==> config.mk <==
export PLATFORM = sky130hd
export DESIGN_NAME = phy_mii_control_advert_regs
export DESIGN_NICKNAME = d
export VERILOG_FILES = /design/src/verilog/phy_regs_pkg.sv /design/src/verilog/partner_capture.sv /design/src/verilog/link_mode_resolve.sv /design/src/verilog/phy_mii_control_advert_regs.sv
export SDC_FILE = /design/constraint.sdc
export NUM_CORES = 1
export LEC_CHECK = 0
export BUFFER_PORTS_ARGS = -buffer_cell sky130_fd_sc_hd__buf_4
export CAP_MARGIN = 20
export CORE_MARGIN = 5
export CORE_UTILIZATION = 45
export DETAILED_ROUTE_END_ITERATION = 12
export MAX_ROUTING_LAYER = met4
export PLACE_DENSITY_LB_ADDON = 0.05
export SLEW_MARGIN = 20
export SYNTH_ARGS = -nofsm -noshare
export SYNTH_HDL_FRONTEND = slang
export SYNTH_HIERARCHICAL = 1
export SYNTH_SLANG_ARGS = --single-unit
export TNS_END_PERCENT = 100
==> constraint.sdc <==
create_clock -name aclk -period 1.8 [get_ports aclk]
set_input_delay 0.09 -clock aclk [delete_from_list [all_inputs] [get_ports aclk]]
set_output_delay 0.09 -clock aclk [all_outputs]
set_load 0.005 [all_outputs]
==> src/verilog/phy_regs_pkg.sv <==
// phy management register bank: indices, field positions, reset values, carriers
// assumes one aclk domain and a 32-bit axi4-lite slave with 16-bit registers
package phy_regs_pkg;

  // ----------------------------------------------------------------
  // register indices, byte address is four times the index
  // ----------------------------------------------------------------
  localparam logic [7:0] IDX_P2_CTL = 8'h00;
  localparam logic [7:0] IDX_P1_ADV = 8'h08;
  localparam logic [7:0] IDX_P1_LP = 8'h0a;
  localparam logic [7:0] IDX_P1_ALIAS_CTL = 8'h10;
  localparam logic [7:0] IDX_P1_ALIAS_STS = 8'h12;
  localparam logic [7:0] IDX_P2_ALIAS_CTL = 8'h14;
  localparam logic [7:0] IDX_P2_ALIAS_STS = 8'h16;

  // ----------------------------------------------------------------
  // field positions
  // ----------------------------------------------------------------
  localparam int P2_LOOPBACK = 14;
  localparam int P2_FORCE_100 = 13;
  localparam int P2_AN_ENABLE = 12;
  localparam int P2_POWER_DOWN = 11;
  localparam int P2_RESTART = 9;
  localparam int P2_FORCE_FULL = 8;
  localparam int P2_XOVER_SEL = 5;
  localparam int P2_FORCE_MDIX = 4;
  localparam int P2_DIS_MDIX = 3;
  localparam int P2_DIS_FAR_FAULT = 2;
  localparam int P2_DIS_TX = 1;
  localparam int P2_DIS_LED = 0;
  localparam int A2_FORCE_FULL = 5;
  localparam int A2_FORCE_100 = 6;
  localparam int A2_AN_ENABLE = 7;
  localparam int A2_LOOPBACK = 8;
  localparam int A2_FORCE_MDIX = 9;
  localparam int A2_DIS_MDIX = 10;
  localparam int A2_POWER_DOWN = 11;
  localparam int A2_DIS_FAR_FAULT = 12;
  localparam int A2_RESTART = 13;
  localparam int A2_DIS_TX = 14;
  localparam int A2_DIS_LED = 15;
  localparam int A2S_XOVER_SEL = 15;
  localparam int ADV_PAUSE = 10;
  localparam int ADV_RSVD = 9;
  localparam int ADV_ABIL_LSB = 5;
  localparam logic [4:0] SELECTOR_8023 = 5'h01;

  // ----------------------------------------------------------------
  // carriers
  // ----------------------------------------------------------------
  typedef struct packed {
    logic loopback;
    logic force_100;
    logic an_enable;
    logic power_down;
    logic restart_an;
    logic force_full;
    logic crossover_variant_select;
    logic force_mdix;
    logic disable_auto_mdix;
    logic disable_far_fault;
    logic disable_tx;
    logic disable_led;
  } port2_ctl_s;

  // order matches bits 4..0 of the alias views
  typedef struct packed {
    logic pause;
    logic full_100;
    logic half_100;
    logic full_10;
    logic half_10;
  } ability_s;

  typedef struct packed {
    logic speed_100;
    logic full_duplex;
  } link_mode_s;

  // ----------------------------------------------------------------
  // reset values and bus answers
  // ----------------------------------------------------------------
  localparam logic [11:0] P2_CTL_RST = 12'h220;
  localparam logic [4:0] ADV_RST = 5'h1f;
  localparam logic [4:0] LP_RST = 5'h00;
  localparam logic [1:0] RESP_OKAY = 2'h0;
  localparam logic [1:0] RESP_SLVERR = 2'h2;

endpackage

==> src/verilog/partner_capture.sv <==
// holds the port 1 link partner abilities reported by the phy
// assumes update and ability_in are synchronous to aclk
`timescale 1ns/100ps
module partner_capture
  import phy_regs_pkg::*;
(
  input wire logic aclk,
  input wire logic aresetn,
  input wire logic update,
  input wire ability_s ability_in,
  output ability_s ability
);

  typedef struct packed {
    ability_s lp;
  } state_s;

  state_s s_q;
  state_s s_d;

  always_comb
  begin
    s_d = s_q;
    if (update)
    begin
      s_d.lp = ability_in;
    end
  end

  always_ff @(posedge aclk)
  begin
    if (!aresetn)
    begin
      s_q.lp <= ability_s'(LP_RST);
    end
    else
    begin
      s_q <= s_d;
    end
  end

  assign ability = s_q.lp;

endmodule

==> src/verilog/link_mode_resolve.sv <==
// picks the operating speed and duplex of port 2 from control and negotiation
// assumes negotiation status inputs are synchronous to aclk
`timescale 1ns/100ps
module link_mode_resolve
  import phy_regs_pkg::*;
(
  input wire logic aclk,
  input wire logic aresetn,
  input wire port2_ctl_s ctl,
  input wire logic an_failed,
  input wire logic an_speed_100,
  input wire logic an_full_duplex,
  output link_mode_s mode
);

  typedef struct packed {
    link_mode_s m;
  } state_s;

  state_s s_q;
  state_s s_d;

  always_comb
  begin
    s_d = s_q;
    // forced speed only counts with negotiation off
    s_d.m.speed_100 = ctl.an_enable ? an_speed_100 : ctl.force_100;
    // forced duplex also covers a failed negotiation
    if (!ctl.an_enable || an_failed)
    begin
      s_d.m.full_duplex = ctl.force_full;
    end
    else
    begin
      s_d.m.full_duplex = an_full_duplex;
    end
  end

  always_ff @(posedge aclk)
  begin
    if (!aresetn)
    begin
      s_q.m <= 2'h0;
    end
    else
    begin
      s_q <= s_d;
    end
  end

  assign mode = s_q.m;

endmodule

==> src/verilog/phy_mii_control_advert_regs.sv <==
// phy management registers: port 2 basic control, port 1 advertisement and
// partner ability, plus alias views that share the same storage
// assumes an axi4-lite master on aclk and phy status synchronous to aclk
//
// Operation
// - advertisement bit 10 pause, read/write, resets 1, shared with alias bit 4
// - advertisement bits 8..5 read/write, reset 1, shared with alias bits 3..0
// - partner bit 10 read-only pause ability, resets 0, mirrors status alias bit 4
// - partner bits 8..5 read-only abilities, reset 0, mirror status alias bits 3..0
// - port 2 bit 14 loopback at the medium layers, resets 0
// - port 2 bit 13 forced speed, 1 is 100, resets 0, alias bit 6
// - port 2 bit 12 negotiation enable, resets 1, alias bit 7
// - port 2 bit 11 power-down, resets 0, alias bit 11
// - port 2 bit 9 writing 1 restarts negotiation, resets 0, alias bit 13
// - port 2 bit 8 forced duplex, 1 is full, resets 0, alias bit 5
// - port 2 bit 5 crossover variant select, resets 1, status alias bit 15
// - port 2 bit 4 forces crossed pin assignment, resets 0, alias bit 9
// - port 2 bit 3 disables automatic crossover, resets 0, alias bit 10
// - port 2 bit 2 disables far-end-fault detection, resets 0, alias bit 12
// - port 2 bit 1 disables the transmitter, resets 0, alias bit 14
// - port 2 bit 0 turns off the leds, resets 0, alias bit 15
// - port 2 bits 15, 10, 7 and 6 read zero and ignore writes
// - forced speed needs negotiation off; forced duplex also when negotiation failed
//
// Our own choice: the AXI4-Lite register port.
`timescale 1ns/100ps
module phy_mii_control_advert_regs
  import phy_regs_pkg::*;
(
  input wire logic aclk,
  input wire logic aresetn,
  input wire logic [11:0] awaddr,
  input wire logic awvalid,
  output logic awready,
  input wire logic [31:0] wdata,
  input wire logic [3:0] wstrb,
  input wire logic wvalid,
  output logic wready,
  output logic [1:0] bresp,
  output logic bvalid,
  input wire logic bready,
  input wire logic [11:0] araddr,
  input wire logic arvalid,
  output logic arready,
  output logic [31:0] rdata,
  output logic [1:0] rresp,
  output logic rvalid,
  input wire logic rready,
  input wire logic p1_partner_update,
  input wire ability_s p1_partner_in,
  input wire logic p2_an_failed,
  input wire logic p2_an_speed_100,
  input wire logic p2_an_full_duplex,
  output port2_ctl_s port2_ctl,
  output ability_s port1_adv,
  output logic p2_restart_pulse,
  output link_mode_s p2_mode
);

  // ----------------------------------------------------------------
  // state
  // ----------------------------------------------------------------
  typedef struct packed {
    port2_ctl_s ctl;
    ability_s adv;
    logic adv_rsvd;
  } fields_s;

  typedef struct packed {
    fields_s f;
    logic [7:0] aw_idx;
    logic aw_full;
    logic [15:0] wdat;
    logic [1:0] wstr;
    logic w_full;
    logic bvalid;
    logic [1:0] bresp;
    logic rvalid;
    logic [31:0] rdata;
    logic [1:0] rresp;
    logic restart;
  } state_s;

  typedef struct packed {
    logic hit;
    logic [15:0] value;
  } view_s;

  state_s s_q;
  state_s s_d;
  ability_s lp;

  // ----------------------------------------------------------------
  // register views
  // ----------------------------------------------------------------
  // every view is built from the same fields, so aliases cannot diverge
  function automatic view_s read_view(input logic [7:0] idx, input fields_s f,
                                      input ability_s partner);
    view_s v;
    v = '0;
    v.hit = 1'b1;
    case (idx)
      IDX_P2_CTL:
      begin
        v.value[P2_LOOPBACK] = f.ctl.loopback;
        v.value[P2_FORCE_100] = f.ctl.force_100;
        v.value[P2_AN_ENABLE] = f.ctl.an_enable;
        v.value[P2_POWER_DOWN] = f.ctl.power_down;
        v.value[P2_RESTART] = f.ctl.restart_an;
        v.value[P2_FORCE_FULL] = f.ctl.force_full;
        v.value[P2_XOVER_SEL] = f.ctl.crossover_variant_select;
        v.value[P2_FORCE_MDIX] = f.ctl.force_mdix;
        v.value[P2_DIS_MDIX] = f.ctl.disable_auto_mdix;
        v.value[P2_DIS_FAR_FAULT] = f.ctl.disable_far_fault;
        v.value[P2_DIS_TX] = f.ctl.disable_tx;
        v.value[P2_DIS_LED] = f.ctl.disable_led;
      end
      IDX_P2_ALIAS_CTL:
      begin
        v.value[A2_LOOPBACK] = f.ctl.loopback;
        v.value[A2_FORCE_100] = f.ctl.force_100;
        v.value[A2_AN_ENABLE] = f.ctl.an_enable;
        v.value[A2_POWER_DOWN] = f.ctl.power_down;
        v.value[A2_RESTART] = f.ctl.restart_an;
        v.value[A2_FORCE_FULL] = f.ctl.force_full;
        v.value[A2_FORCE_MDIX] = f.ctl.force_mdix;
        v.value[A2_DIS_MDIX] = f.ctl.disable_auto_mdix;
        v.value[A2_DIS_FAR_FAULT] = f.ctl.disable_far_fault;
        v.value[A2_DIS_TX] = f.ctl.disable_tx;
        v.value[A2_DIS_LED] = f.ctl.disable_led;
      end
      IDX_P2_ALIAS_STS:
      begin
        v.value[A2S_XOVER_SEL] = f.ctl.crossover_variant_select;
      end
      IDX_P1_ADV:
      begin
        v.value[ADV_PAUSE] = f.adv.pause;
        v.value[ADV_RSVD] = f.adv_rsvd;
        v.value[ADV_ABIL_LSB+:4] = f.adv[3:0];
        v.value[4:0] = SELECTOR_8023;
      end
      IDX_P1_ALIAS_CTL:
      begin
        v.value[4:0] = f.adv;
      end
      IDX_P1_LP:
      begin
        v.value[ADV_PAUSE] = partner.pause;
        v.value[ADV_ABIL_LSB+:4] = partner[3:0];
        v.value[4:0] = SELECTOR_8023;
      end
      IDX_P1_ALIAS_STS:
      begin
        v.value[4:0] = partner;
      end
      default:
      begin
        v.hit = 1'b0;
      end
    endcase
    return v;
  endfunction

  // bits not decoded here are read-only or unused and drop silently
  function automatic fields_s write_view(input logic [7:0] idx, input logic [15:0] v,
                                         input fields_s f);
    fields_s n;
    n = f;
    case (idx)
      IDX_P2_CTL:
      begin
        // bits 15, 10, 7 and 6 have no storage
        n.ctl.loopback = v[P2_LOOPBACK];
        n.ctl.force_100 = v[P2_FORCE_100];
        n.ctl.an_enable = v[P2_AN_ENABLE];
        n.ctl.power_down = v[P2_POWER_DOWN];
        n.ctl.restart_an = v[P2_RESTART];
        n.ctl.force_full = v[P2_FORCE_FULL];
        n.ctl.crossover_variant_select = v[P2_XOVER_SEL];
        n.ctl.force_mdix = v[P2_FORCE_MDIX];
        n.ctl.disable_auto_mdix = v[P2_DIS_MDIX];
        n.ctl.disable_far_fault = v[P2_DIS_FAR_FAULT];
        n.ctl.disable_tx = v[P2_DIS_TX];
        n.ctl.disable_led = v[P2_DIS_LED];
      end
      IDX_P2_ALIAS_CTL:
      begin
        n.ctl.loopback = v[A2_LOOPBACK];
        n.ctl.force_100 = v[A2_FORCE_100];
        n.ctl.an_enable = v[A2_AN_ENABLE];
        n.ctl.power_down = v[A2_POWER_DOWN];
        n.ctl.restart_an = v[A2_RESTART];
        n.ctl.force_full = v[A2_FORCE_FULL];
        n.ctl.force_mdix = v[A2_FORCE_MDIX];
        n.ctl.disable_auto_mdix = v[A2_DIS_MDIX];
        n.ctl.disable_far_fault = v[A2_DIS_FAR_FAULT];
        n.ctl.disable_tx = v[A2_DIS_TX];
        n.ctl.disable_led = v[A2_DIS_LED];
      end
      IDX_P2_ALIAS_STS:
      begin
        n.ctl.crossover_variant_select = v[A2S_XOVER_SEL];
      end
      IDX_P1_ADV:
      begin
        n.adv.pause = v[ADV_PAUSE];
        n.adv_rsvd = v[ADV_RSVD];
        n.adv[3:0] = v[ADV_ABIL_LSB+:4];
      end
      IDX_P1_ALIAS_CTL:
      begin
        n.adv = v[4:0];
      end
      default:
      begin
        n = f;
      end
    endcase
    return n;
  endfunction

  // ----------------------------------------------------------------
  // next state
  // ----------------------------------------------------------------
  always_comb
  begin
    view_s wv;
    view_s rv;
    logic [15:0] mask;
    logic [15:0] merged;
    wv = '0;
    rv = '0;
    mask = '0;
    merged = '0;
    s_d = s_q;
    s_d.restart = 1'b0;
    if (awvalid && awready)
    begin
      s_d.aw_idx = awaddr[9:2];
      s_d.aw_full = 1'b1;
    end
    if (wvalid && wready)
    begin
      s_d.wdat = wdata[15:0];
      s_d.wstr = wstrb[1:0];
      s_d.w_full = 1'b1;
    end
    if (s_q.bvalid && bready)
    begin
      s_d.bvalid = 1'b0;
    end
    // commit once both halves are in; response waits for the old one
    if (s_q.aw_full && s_q.w_full && !s_q.bvalid)
    begin
      wv = read_view(s_q.aw_idx, s_q.f, lp);
      mask = {{8{s_q.wstr[1]}}, {8{s_q.wstr[0]}}};
      merged = (wv.value & ~mask) | (s_q.wdat & mask);
      s_d.aw_full = 1'b0;
      s_d.w_full = 1'b0;
      s_d.bvalid = 1'b1;
      s_d.bresp = wv.hit ? RESP_OKAY : RESP_SLVERR;
      if (wv.hit)
      begin
        s_d.f = write_view(s_q.aw_idx, merged, s_q.f);
      end
      // the pulse follows a written 1, not the stored bit
      if (s_q.wstr[1])
      begin
        if (s_q.aw_idx == IDX_P2_CTL && s_q.wdat[P2_RESTART])
        begin
          s_d.restart = 1'b1;
        end
        if (s_q.aw_idx == IDX_P2_ALIAS_CTL && s_q.wdat[A2_RESTART])
        begin
          s_d.restart = 1'b1;
        end
      end
    end
    if (s_q.rvalid && rready)
    begin
      s_d.rvalid = 1'b0;
    end
    if (arvalid && arready)
    begin
      rv = read_view(araddr[9:2], s_q.f, lp);
      s_d.rdata = {16'h0000, rv.value};
      s_d.rresp = rv.hit ? RESP_OKAY : RESP_SLVERR;
      s_d.rvalid = 1'b1;
    end
  end

  // ----------------------------------------------------------------
  // registers
  // ----------------------------------------------------------------
  always_ff @(posedge aclk)
  begin
    if (!aresetn)
    begin
      s_q <= '0;
      s_q.f.ctl <= port2_ctl_s'(P2_CTL_RST);
      s_q.f.adv <= ability_s'(ADV_RST);
    end
    else
    begin
      s_q <= s_d;
    end
  end

  // ----------------------------------------------------------------
  // partner abilities and mode resolution
  // ----------------------------------------------------------------
  partner_capture u_partner (
    .aclk(aclk),
    .aresetn(aresetn),
    .update(p1_partner_update),
    .ability_in(p1_partner_in),
    .ability(lp)
  );

  link_mode_resolve u_mode (
    .aclk(aclk),
    .aresetn(aresetn),
    .ctl(s_q.f.ctl),
    .an_failed(p2_an_failed),
    .an_speed_100(p2_an_speed_100),
    .an_full_duplex(p2_an_full_duplex),
    .mode(p2_mode)
  );

  // ----------------------------------------------------------------
  // outputs
  // ----------------------------------------------------------------
  // one write and one read outstanding; a second waits on ready
  assign awready = !s_q.aw_full && !s_q.bvalid;
  assign wready = !s_q.w_full && !s_q.bvalid;
  assign arready = !s_q.rvalid;
  assign bvalid = s_q.bvalid;
  assign bresp = s_q.bresp;
  assign rvalid = s_q.rvalid;
  assign rdata = s_q.rdata;
  assign rresp = s_q.rresp;
  assign port2_ctl = s_q.f.ctl;
  assign port1_adv = s_q.f.adv;
  assign p2_restart_pulse = s_q.restart;

endmodule

==> parameters.txt, run 1 <==
Parameter                              Value

Logic synthesis
  Share of the yosys chip area belonging to registers    0.3334
  Count of flip-flops with a built-in enable after synthesis    0
  Count of different cell masters after synthesis    73
  Synth warn    6
  Post-synth ARST share    0
  Post-synthesis sequential element count    74
  Most used flip-flop cell after synthesis    dfxtp_1
  Average footprint of a synthesized cell    8.320 sq um
  Syn Inst Count    534
  Synthesized area    4443 sq um

CTS
  Total clock buffers created by CTS    9
  Insertion delay of the later-clocked pin in the worst-skew pair    0.36 ns
  Clock-pin slew of the registers on the worst-case setup and hold paths    ~0.080 ns
  Cell at the root of the clock tree    clkbuf_8
  H-tree lvl count    3
  Clock tree buffer depth    2
  TritonCTS clock tree    built
  Clk sink count    74

Routing
  Detailed Routing Iterations Pass 1    5
  Vias after detailed routing    4469
  Vias per Instance    5.417
  DRC violation total after the first TritonRoute iteration    325
  Number of nets still failing antenna checks after routing    0
  DR WL/cell    18.09 um
  Routed wire length    14920 um
  Drt drc    0

Die
  Die H    around 110 um
  Std-Cell Core Area    9684 sq um
  Width of the chip    around 110 um
  I/O pin count    137
  Area of the die    11960 sq um
  Initial Utilization    0.4588
  Num rows    36

Placement
  Worst slack at placement    -0.09810 ns
  Placed cell count    approximately 770
  Hpwl dp    11270 um
  PortBufs    just over 90
  Total cell area at the placement stage    5449 sq um
  Final RePlAce weighted congestion    about 0.94

STA
  Final Cycle Share    1.021
  Final worst path period need    1.837 ns
  Min Hold Slack    between 0.006 and 0.007 ns
  RSZ-0062 raised after global routing    true
  Max frequency    544.3 MHz
  Total Neg Setup Slack    -0.05092 ns
  Worst path setup slack after routing    -0.03735 ns
  Final hold violation count    0
  Worst Max-Slew Pin Slew    0.5669 ns
  Worst setup skew after layout    0.01590 ns
  Final setup viols    3
  Relative slew margins    0.6211
  Final Max Tran Viols    0

Power and ir drop
  Leak    2.535 nW
  Power share of the clock group    0.316
  Tot Pwr    4.266 mW
  Seq pwr share    0.424
  Net load switching power    1.308 mW
  Power density of the placed cells    701.0 nW/um^2
  Maximum resistive drop on vdd    between 0.3 and 0.4 mV
  Switch share    0.3065
  Fraction of power consumed by combinational cells    0.259
  Cell internal pwr    2.958 mW

Layout
  Area of all placed cells without fillers    between 6000 and 7000 sq um
  Count of placed standard cells in the final layout, fillers left out    825
  Number of inserted diodes    0
  Fraction of layout cells with a size suffix above 1    0.3656
  Filler Cell Count    857
  Post-synthesis to final-layout area growth    36.98%
  Final standard cell utilization of the core    0.6284
  Final Net Count    763

Worst setup path
  Length in cells of the worst reg-to-reg path    7
  Required time reported for the critical path endpoint    2.06 ns
  Worst Setup End Kind    flop
  Setup Crit Path Kind    reg2reg
  Worst Setup Start Kind    flop
  R2r startpoint    s_q[65]
  Worst R2R Setup Slack    -0.04 ns
  Peak fanout along the critical path    4
  Signal arrival time at the worst endpoint    2.10 ns
  Endpoint of the most critical register-to-register path    port2_ctl[4]

GRT
  Grt ovf    0
  Total routing resource utilization after global routing    0.2627
  Antenna violations before repair    0
  First-pass GRT wire length    23460 um
  Largest net degree at the start of global routing    36
  Via count of the first global-routing pass    4400

Hold path
  Hold Startpoint    p1_partner_in[2]
  Endpoint of the worst hold-timing path    u_partner/ability[2]
  Path class of the lowest-slack min-delay path    in2reg
  Worst Hold Path Cells    3

Run status
  Failing checks    setup timing
  Outcome    finished with violations

Job
  Max-cap check violation count    0
worst max-delay path by stage:
stage,from,endpoint,slack (ns),cells past startpoint
2_1_floorplan,s_q[59],port1_adv[4],0.02,6
3_3_place_gp,s_q[59],port1_adv[3],-0.09,7
3_5_place_dp,s_q[59],port1_adv[3],-0.1,7
4_1_cts,s_q[61],port2_ctl[4],0.002,7
5_1_grt,s_q[62],port2_ctl[4],-0.09,7
6_report,s_q[65],port2_ctl[4],-0.04,7
timing repair:
action | in CTS | in global routing
endpoints found under the hold margin | 30 | 0
hold buffers | 31 | 0
setup endpoints to repair | 16 | 18
pin swaps | 3 | 15
setup buffers | 1 | 5
resized for setup | 16 | 11
cell usage after synthesis, types with 2 or more instances:
cell       count  share of area
o311ai_2       2         0.0073
and3b_1        4         0.0079
or4_4          2         0.0051
mux2i_1       11          0.025
a21oi_1       51          0.057
nor4b_1        2         0.0039
buf_6          4          0.010
nor3_1         7         0.0079
nor3_2         2         0.0045
nor4_4         3          0.014
nor2_1        22          0.019
nor2b_1       10          0.014
dfxtp_1       74           0.33
o2111ai_1      3         0.0059
o31ai_1        2         0.0034
a222oi_1       3         0.0068
and3_1         2         0.0028
nor4_1         6         0.0084
nand3b_1       2         0.0034
nand4_1        7         0.0099
nor3_4         3          0.011
inv_1          7         0.0059
buf_4         55          0.093
a31oi_1        6         0.0084
nand2b_1       6         0.0084
o211ai_1       6          0.010
nand2_1       90          0.076
a211o_1        2         0.0039
buf_2          9          0.010
o21ai_0       21          0.024
or3_1          2         0.0028
a211oi_1       2         0.0034
and2_1         4         0.0056
a221oi_1       7          0.014
nor2_2         2         0.0028
mux2_2        17          0.043
a22oi_1        8          0.014
a32oi_1        5         0.0099
clkbuf_1      18          0.015
nand3_1       12          0.014
worst max-delay path, stage by stage, from the launching register on:
cell and delay [ns]:
dfxtp_2 0.34, buf_6 0.12, nor4_4 0.29, nand4_1 0.27, buf_4 0.23, a31oi_4 0.16
nor4b_1 0.08, nor4_1 0.24
cells by family after synthesis:
logic type	Yosys count	share of synthesized area
AO/OA/AOI/OAI	136	0.2106
XOR/XNOR	1	0.001972
buffers and inverters	94	0.1352
flip-flops	74	0.3334
multiplexers	28	0.06787
other	1	0.0008440
AND/OR/NAND/NOR	200	0.2501
per-layer routing:
layer | up-vias | wire length, um | track usage
met5 | - | 0 | -
met4 | 0 | 378 | 0.08727
met3 | 29 | 872 | 0.03993
met2 | 181 | 7097 | 0.4228
met1 | 2099 | 6575 | 0.3388
li1 | 2160 | - | -
layout make-up:
cell class                      count  area [sq um]  area share
Clock buffer                       11         141.4     0.02323
Timing Repair Buffer              211          1685      0.2769
Multi-Input combinational cell    383          2504      0.4114
Inverter                            8         30.03    0.004934
Tap cell                          133         166.4     0.02734
Clock inverter                      5         61.31     0.01007
Sequential cell                    74          1498      0.2461
cell usage in the layout, fill, tap and decap left out, types with 4 or more instances in the layout:
cell,n
nand2b_1,6
and2_1,4
a21oi_1,51
a221oi_1,7
dlygate4sd3_1,31
dfxtp_1,67
mux2_2,17
o21ai_0,20
nand2_1,89
buf_4,176
a32oi_1,5
dfxtp_2,4
a31oi_1,4
mux2i_1,11
a22oi_1,6
nor3_1,7
nor2_1,22
nand4_1,7
nor3_4,4
inv_1,7
nor4_1,4
clkbuf_8,10
o211ai_1,6
nand3_1,12
conb_1,18
and3b_1,4
nor2b_1,10
power by group through the flow:
stage          Clock [mW]  Combinational, mW  Sequential [mW]
6_report             1.35               1.11             1.81
4_1_cts              1.39               1.06             1.81
3_5_place_dp            0              0.993             1.84
3_3_place_gp            0              0.989             1.84
5_1_grt              1.45               1.20             1.82
2_1_floorplan           0              0.581             1.82
sequential cells by signal (all words and copies together) (netlist names):
signal / flops
u_mode/mode: 2
s_q: 29
rresp: 1
u_partner/ability: 5
p2_restart_pulse: 1
port1_adv: 5
rvalid: 1
rdata: 16
bvalid: 1
bresp: 1
port2_ctl: 12
Power figures use the tool's default switching activity.
==> run 2, diff against run 1 <==
ABC_AREA = 1   (was not set)
==> run 2 against run 1 <==
The flow finishes with violations (hold timing). Sequential share of layout area is 4.5 points higher. Power is 11% lower. Critical path depth is 5 higher. Worst hold slack worse by 0.0072 ns. Die area is 3.8% lower. Cell count is 1.7% higher. Clock power is 7% lower. Synthesized cell count is 19% higher. Clock-buffer cell count is 2 lower. Non-clock buffer count is 93 lower.
==> parameters.txt, run 2 <==
Parameter                              Value

Hold path
  Worst Hold Path Cells    3
  Path class of the lowest-slack min-delay path    in2reg

GRT
  First-pass GRT wire length    between 15000 and 20000 um
  Total routing resource utilization after global routing    0.2216
  Largest net degree at the start of global routing    54
  Via count of the first global-routing pass    3980
  Antenna violations before repair    0
  Grt ovf    0

Layout
  Number of flip-flops in the largest register    29
  Count of placed standard cells in the final layout, fillers left out    839
  Final Net Count    783
  Most frequent standard cell in the layout excluding fill and tap cells    nand2_1
  Highest-count cells in the layout ignoring fill and taps    nand2_1 (135), buf_4 (107), dfxtp_1 (74)
  Register ranked first by flip-flop count    s_q
  Post-synthesis to final-layout area growth    19.48%
  Sequential cell area    1481 sq um
  Number of inserted diodes    0
  Filler Cell Count    938
  Fraction of layout cells with a size suffix above 1    0.2155
  Area occupied by multi-input gates    between 2000 and 2500 sq um

Worst setup path
  Crit path largest cell delay    0.36 ns
  Worst R2R Setup Slack    approximately 0.11 ns
  Length in cells of the worst reg-to-reg path    12
  Worst Setup Start Kind    flop
  Endpoint of the worst setup timing path    port2_ctl[3]
  Required time reported for the critical path endpoint    2.05 ns
  Setup Crit Path Kind    reg2reg
  Critical Path, Cell by Cell    inv_1 -> nand2_1 -> nor2_4 -> nand2_4 -> buf_4 -> nor2_1 -> o21ai_0 -> nand2_1 -> nand2_1 -> nand3_1 -> nand2_1 -> inv_1
  WP depth    12
  Worst Setup End Kind    flop
  Signal arrival time at the worst endpoint    between 1.5 and 2 ns
  Cell class contributing the biggest share of worst-path delay    simple AND/OR/NAND/NOR gates
  Endpoint of the most critical register-to-register path    port2_ctl[3]
  Worst path bufs/invs    3
  Start point of the critical path    s_q[60]
  Slowest-stage cell, CP    dfxtp_1
  Peak fanout along the critical path    9
  Cell occurring most often along the worst timing path    nand2_1
  R2r startpoint    s_q[60]

Die
  Area of the die    approximately 12000 sq um
  I/O pin count    137
  Width of the chip    107.3 um
  Initial Utilization    0.4608
  Die H    between 100 and 150 um
  Std-Cell Core Area    9240 sq um
  Num rows    35

STA
  Final Max Tran Viols    0
  Final setup viols    0
  RSZ-0062 raised after global routing    false
  Final hold violation count    1
  Relative slew margins    0.5565
  Worst Max-Slew Pin Slew    0.6644 ns
  Worst setup skew after layout    0.01168 ns
  Max frequency    591.1 MHz
  Final worst path period need    1.692 ns
  Final Cycle Share    0.9398
  Total Neg Setup Slack    0 ns
  Min Hold Slack    -0.0006298 ns

Logic synthesis
  Syn Inst Count    ~640
  Synth warn    6
  Count of flip-flops with a built-in enable after synthesis    0
  Most used flip-flop cell after synthesis    dfxtp_1
  Synthesized area    4258 sq um
  Synth top area cells    dfxtp_1 (35%), nand2_1 (12%), buf_4 (9.3%)
  Average footprint of a synthesized cell    6.695 sq um
  Share of the yosys chip area belonging to registers    0.3479
  Biggest area consumer among synthesized cells    dfxtp_1
  Post-synthesis sequential element count    74
  Fraction of post-synthesis cell area in the top cell type by area    0.3479
  Dominant cell by count in the synthesized netlist    nand2_1
  Post-synth ARST share    0
  Commonest cells in the synthesized netlist    nand2_1 (136), dfxtp_1 (74), inv_1 (69), nor2_1 (64), buf_4 (53)
  Count of different cell masters after synthesis    36

Placement
  PortBufs    92
  Placed cell count    814
  Hpwl dp    9452 um
  Final RePlAce weighted congestion    0.9154

Power and ir drop
  Net load switching power    1.136 mW
  Fraction of power consumed by combinational cells    0.192
  Leak    between 2 and 2.5 nW
  Power density of the placed cells    744.5 nW/um^2
  Seq pwr share    0.476
  Maximum resistive drop on vdd    0.4537 mV
  Cell internal pwr    2.652 mW
  Power share of the clock group    0.332
  Switch share    0.2998

CTS
  TritonCTS clock tree    built
  Insertion delay of the later-clocked pin in the worst-skew pair    0.35 ns
  Clock tree buffer depth    2
  Clock-pin slew of the registers on the worst-case setup and hold paths    about 0.08 ns
  Clk sink count    74
  H-tree lvl count    3
  Cell at the root of the clock tree    clkbuf_8
  Total clock buffers created by CTS    9

Run status
  Outcome    finished with violations
  Failing checks    hold timing

Routing
  DRC violation total after the first TritonRoute iteration    210
  Vias per Instance    5.006
  Drt drc    0
  Number of nets still failing antenna checks after routing    0
  Detailed Routing Iterations Pass 1    5
  Routed wire length    12270 um
  Vias after detailed routing    4200
  DR WL/cell    approximately 15 um

Job
  Max-cap check violation count    0
-- run 2: cell types whose count changed in the layout (fill, tap and decap cells not counted), sizes merged, moves of 32 or more --
cell	delta
inv	+72
nor2	+44
nand2	+50
buf	-72
nand3	+32
o21ai	+38
-- run 2: repair_timing --
item                                    4_1_cts  5_1_grt
setup buffers                                 0        1
hold buffers                                 10        0
gates resized for setup                       0        3
endpoints found under the setup margin        0        6
hold endpoints to repair                     10        0
-- run 2: final cells by class --
type | instances | share of cell area
repair buffers | 118 | 0.1815
clock buffers | 9 | 0.02435
multi-input cells | 424 | 0.4009
well taps | 129 | 0.03173
clock inverters | 5 | 0.01131
inverters | 80 | 0.05903
flip-flops and latches | 74 | 0.2912
-- run 2: through the flow --
step | power, mW | utilization | setup slack (ns) | area (sq um)
floorplan | 2.318 | - | 0.3894 | 4322
global placement | 2.532 | 0.5186 | 0.1264 | 4792
detailed placement | 2.544 | 0.5186 | 0.1210 | 4792
CTS | 3.800 | 0.5491 | 0.09986 | 5074
global route | 3.974 | 0.5506 | 0.002274 | 5087
finish | 3.787 | 0.5506 | 0.1083 | 5087
-- run 2: layer usage --
layer	wire, um	track usage	up-vias
met2	5685	0.3642	149
met4	310	0.07580	0
met5	0	-	-
met3	700	0.03179	25
met1	5574	0.2800	1893
li1	-	-	2133
-- run 2: how the worst min path moves through the flow --
stage,from,to,slack [ns]
floorplan,aresetn,u_partner/ability[0],0.21
global placement,p2_an_speed_100,u_mode/mode[1],0.33
detailed placement,bready,bvalid,0.34
CTS,wdata[2],s_q[44],0.002
global route,wdata[2],s_q[44],0.03
finish,wdata[2],s_q[44],-0.0006
-- run 2: logic make-up after synthesis --
logic type      after synthesis  synth area share
compound gates              142            0.1922
simple gates                264            0.2695
other cells                   1         0.0008807
flops                        74            0.3479
buf+inv                     155            0.1895
-- run 2: worst min-delay path, stage by stage --
cell,delay [ns]
buf_4,0.07
o21ai_0,0.07
nor2_1,0.08
-- run 2: power by group through the flow --
stage	sequential (mW)	combinational [mW]	clock, mW
after CTS	1.80	0.723	1.27
after global routing	1.81	0.822	1.34
after global placement	1.84	0.696	0
final	1.80	0.729	1.26
after floorplan	1.81	0.503	0
after detailed placement	1.84	0.704	0
==> run 3, diff against run 2 <==
CORE_UTILIZATION = 40   (was 45)
==> run 3 against run 2 <==
The flow now finishes without violations. Clock-buffer cell count grew 3. Clock skew grew 0.0013 ns. Combinational power grew 3.7%. Register-to-register slack gained 0.05 ns. Clock power grew 15%. Wire length grew 2.1%. Worst setup slack gained 0.055 ns. Utilization shrank 5.0 points. Sequential cell count is the same. Critical path depth shrank 2. Power grew 5.7%. Largest cell class unchanged. Largest power group unchanged.
==> parameters.txt, run 3 (synthesis gave the netlist of run 2 again) <==
Parameter                              Value

Run status
  Outcome    finished clean

Hold path
  Path class of the lowest-slack min-delay path    in2reg
  Endpoint of the worst hold-timing path    s_q[62]
  Worst Hold Path Cells    3
  Hold Startpoint    awaddr[5]

Layout
  Number of inserted diodes    0
  Area of all placed cells without fillers    roughly 5200 sq um
  Highest-count cells in the layout ignoring fill and taps    nand2_1 (136), buf_4 (105), dfxtp_1 (74)
  Post-synthesis to final-layout area growth    21.92%
  Register ranked first by flip-flop count    s_q
  Filler Cell Count    approximately 1100
  Final Net Count    787
  Number of flip-flops in the largest register    29
  Fraction of layout cells with a size suffix above 1    0.2095
  Most frequent standard cell in the layout excluding fill and tap cells    nand2_1

Routing
  Vias per Instance    between 4 and 5
  DRC violation total after the first TritonRoute iteration    220
  DR WL/cell    14.71 um
  Routed wire length    12530 um
  Drt drc    0
  Number of nets still failing antenna checks after routing    0
  Vias after detailed routing    4147
  Detailed Routing Iterations Pass 1    5

Worst setup path
  Length in cells of the worst reg-to-reg path    10
  Worst R2R Setup Slack    0.16 ns
  Worst Setup End Kind    flop
  R2r startpoint    s_q[63]
  Worst Setup Start Kind    flop
  Setup Crit Path Kind    reg2reg
  Endpoint of the most critical register-to-register path    port2_ctl[0]
  Required time reported for the critical path endpoint    around 2.1 ns
  Peak fanout along the critical path    5
  Signal arrival time at the worst endpoint    1.89 ns

Power and ir drop
  Switch share    0.2840
  Net load switching power    1.137 mW
  Fraction of power consumed by combinational cells    0.189
  Leak    2.418 nW
  Seq pwr share    0.449
  Cell internal pwr    2.866 mW
  Maximum resistive drop on vdd    a little under 0.4 mV
  Power share of the clock group    0.362
  Power density of the placed cells    771.2 nW/um^2

GRT
  First-pass GRT wire length    19440 um
  Top Usage Layer GRT    met2
  Via count of the first global-routing pass    3677
  GR met2 Demand/Resource    0.3120
  Antenna violations before repair    0
  GR Util met3    0.03422
  Total routing resource utilization after global routing    0.1975
  Largest net degree at the start of global routing    54
  Global routing usage on met1    0.2554
  Grt ovf    0

STA
  Final setup viols    0
  Relative slew margins    0.5480
  Worst Max-Slew Pin Slew    0.6773 ns
  Total Neg Setup Slack    0 ns
  Max frequency    610.8 MHz
  Worst setup skew after layout    about 0.013 ns
  RSZ-0062 raised after global routing    false
  Final Cycle Share    0.9095
  Final hold violation count    0
  Final worst path period need    1.637 ns
  Final Max Tran Viols    0

Die
  Area of the die    12810 sq um
  Width of the chip    113.2 um
  Std-Cell Core Area    10370 sq um
  Num rows    37
  Initial Utilization    0.4106
  I/O pin count    137
  Die H    113.2 um

Placement
  PortBufs    92
  Hpwl dp    9581 um
  Final RePlAce weighted congestion    between 0.8 and 0.9
  Total cell area at the placement stage    4793 sq um

CTS
  TritonCTS clock tree    built
  Clock tree buffer depth    2
  Cell at the root of the clock tree    clkbuf_8
  Clock-pin slew of the registers on the worst-case setup and hold paths    0.08 ns
  H-tree lvl count    3
  Total clock buffers created by CTS    9
  Insertion delay of the later-clocked pin in the worst-skew pair    0.36 ns
  Clk sink count    74

Job
  Max-cap check violation count    0
-- run 3: how the worst max path moves through the flow --
stage | start | slack, ns | endpoint
after global routing | s_q[61] | 0.01 | port1_adv[1]
final | s_q[63] | 0.16 | port2_ctl[0]
after detailed placement | s_q[63] | 0.17 | port2_ctl[9]
after global placement | s_q[64] | 0.17 | port1_adv[1]
after CTS | s_q[63] | 0.15 | port2_ctl[9]
after floorplan | s_q[64] | 0.39 | port2_ctl[11]
-- run 3: per-layer routing --
metal / part of all wire / wire length [um]
met1: 0.46 / 5758
met5: 0 / 0
met2: 0.47 / 5828
met4: 0.017 / 208
met3: 0.059 / 736
-- run 3: stage by stage --
stage	setup slack, ns	hold slack [ns]	power (mW)	std cells	utilization
CTS	0.1488	0.004612	4.023	851	0.4978
global route	0.01209	0.01814	4.216	852	0.5006
floorplan	0.3894	0.2104	2.318	653	-
finish	0.1629	0.01321	4.003	852	0.5006
detailed placement	0.1718	0.3479	2.548	820	0.4622
global placement	0.1729	0.3409	2.540	820	0.4622
-- run 3: what timing repair did --
action | CTS | global route
endpoints found under the setup margin | 0 | 1
gates resized for setup | 0 | 1
hold buffers | 15 | 0
setup buffers | 0 | 1
hold endpoints to repair | 15 | 0
-- run 3: cell type report --
| class | instances | area, sq um | area share |
|---|---|---|---|
| clock buffers | 12 | 145.1 | 0.02796 |
| clock inverters | 4 | 73.82 | 0.01422 |
| inverters | 80 | 300.3 | 0.05785 |
| multi-input cells | 424 | 2042 | 0.3933 |
| flip-flops and latches | 74 | 1481 | 0.2854 |
| well taps | 136 | 170.2 | 0.03278 |
| repair buffers | 122 | 978.4 | 0.1885 |
-- run 3: worst max-delay path: stages, from the launching register on --
cell     delay [ns]
dfxtp_1        0.37
nor2_1         0.06
nand2_1        0.17
nor2_4         0.09
buf_12         0.14
nand2_1        0.04
o21ai_0        0.07
o21ai_0        0.30
nand2_1        0.11
a21oi_1        0.14
nor2_1         0.05
-- run 3: power by group through the flow --
stage	clock network (mW)	logic, mW	registers (mW)
4_1_cts	1.48	0.739	1.80
3_5_place_dp	0	0.710	1.84
2_1_floorplan	0	0.503	1.81
3_3_place_gp	0	0.704	1.84
6_report	1.45	0.756	1.80
5_1_grt	1.56	0.842	1.81
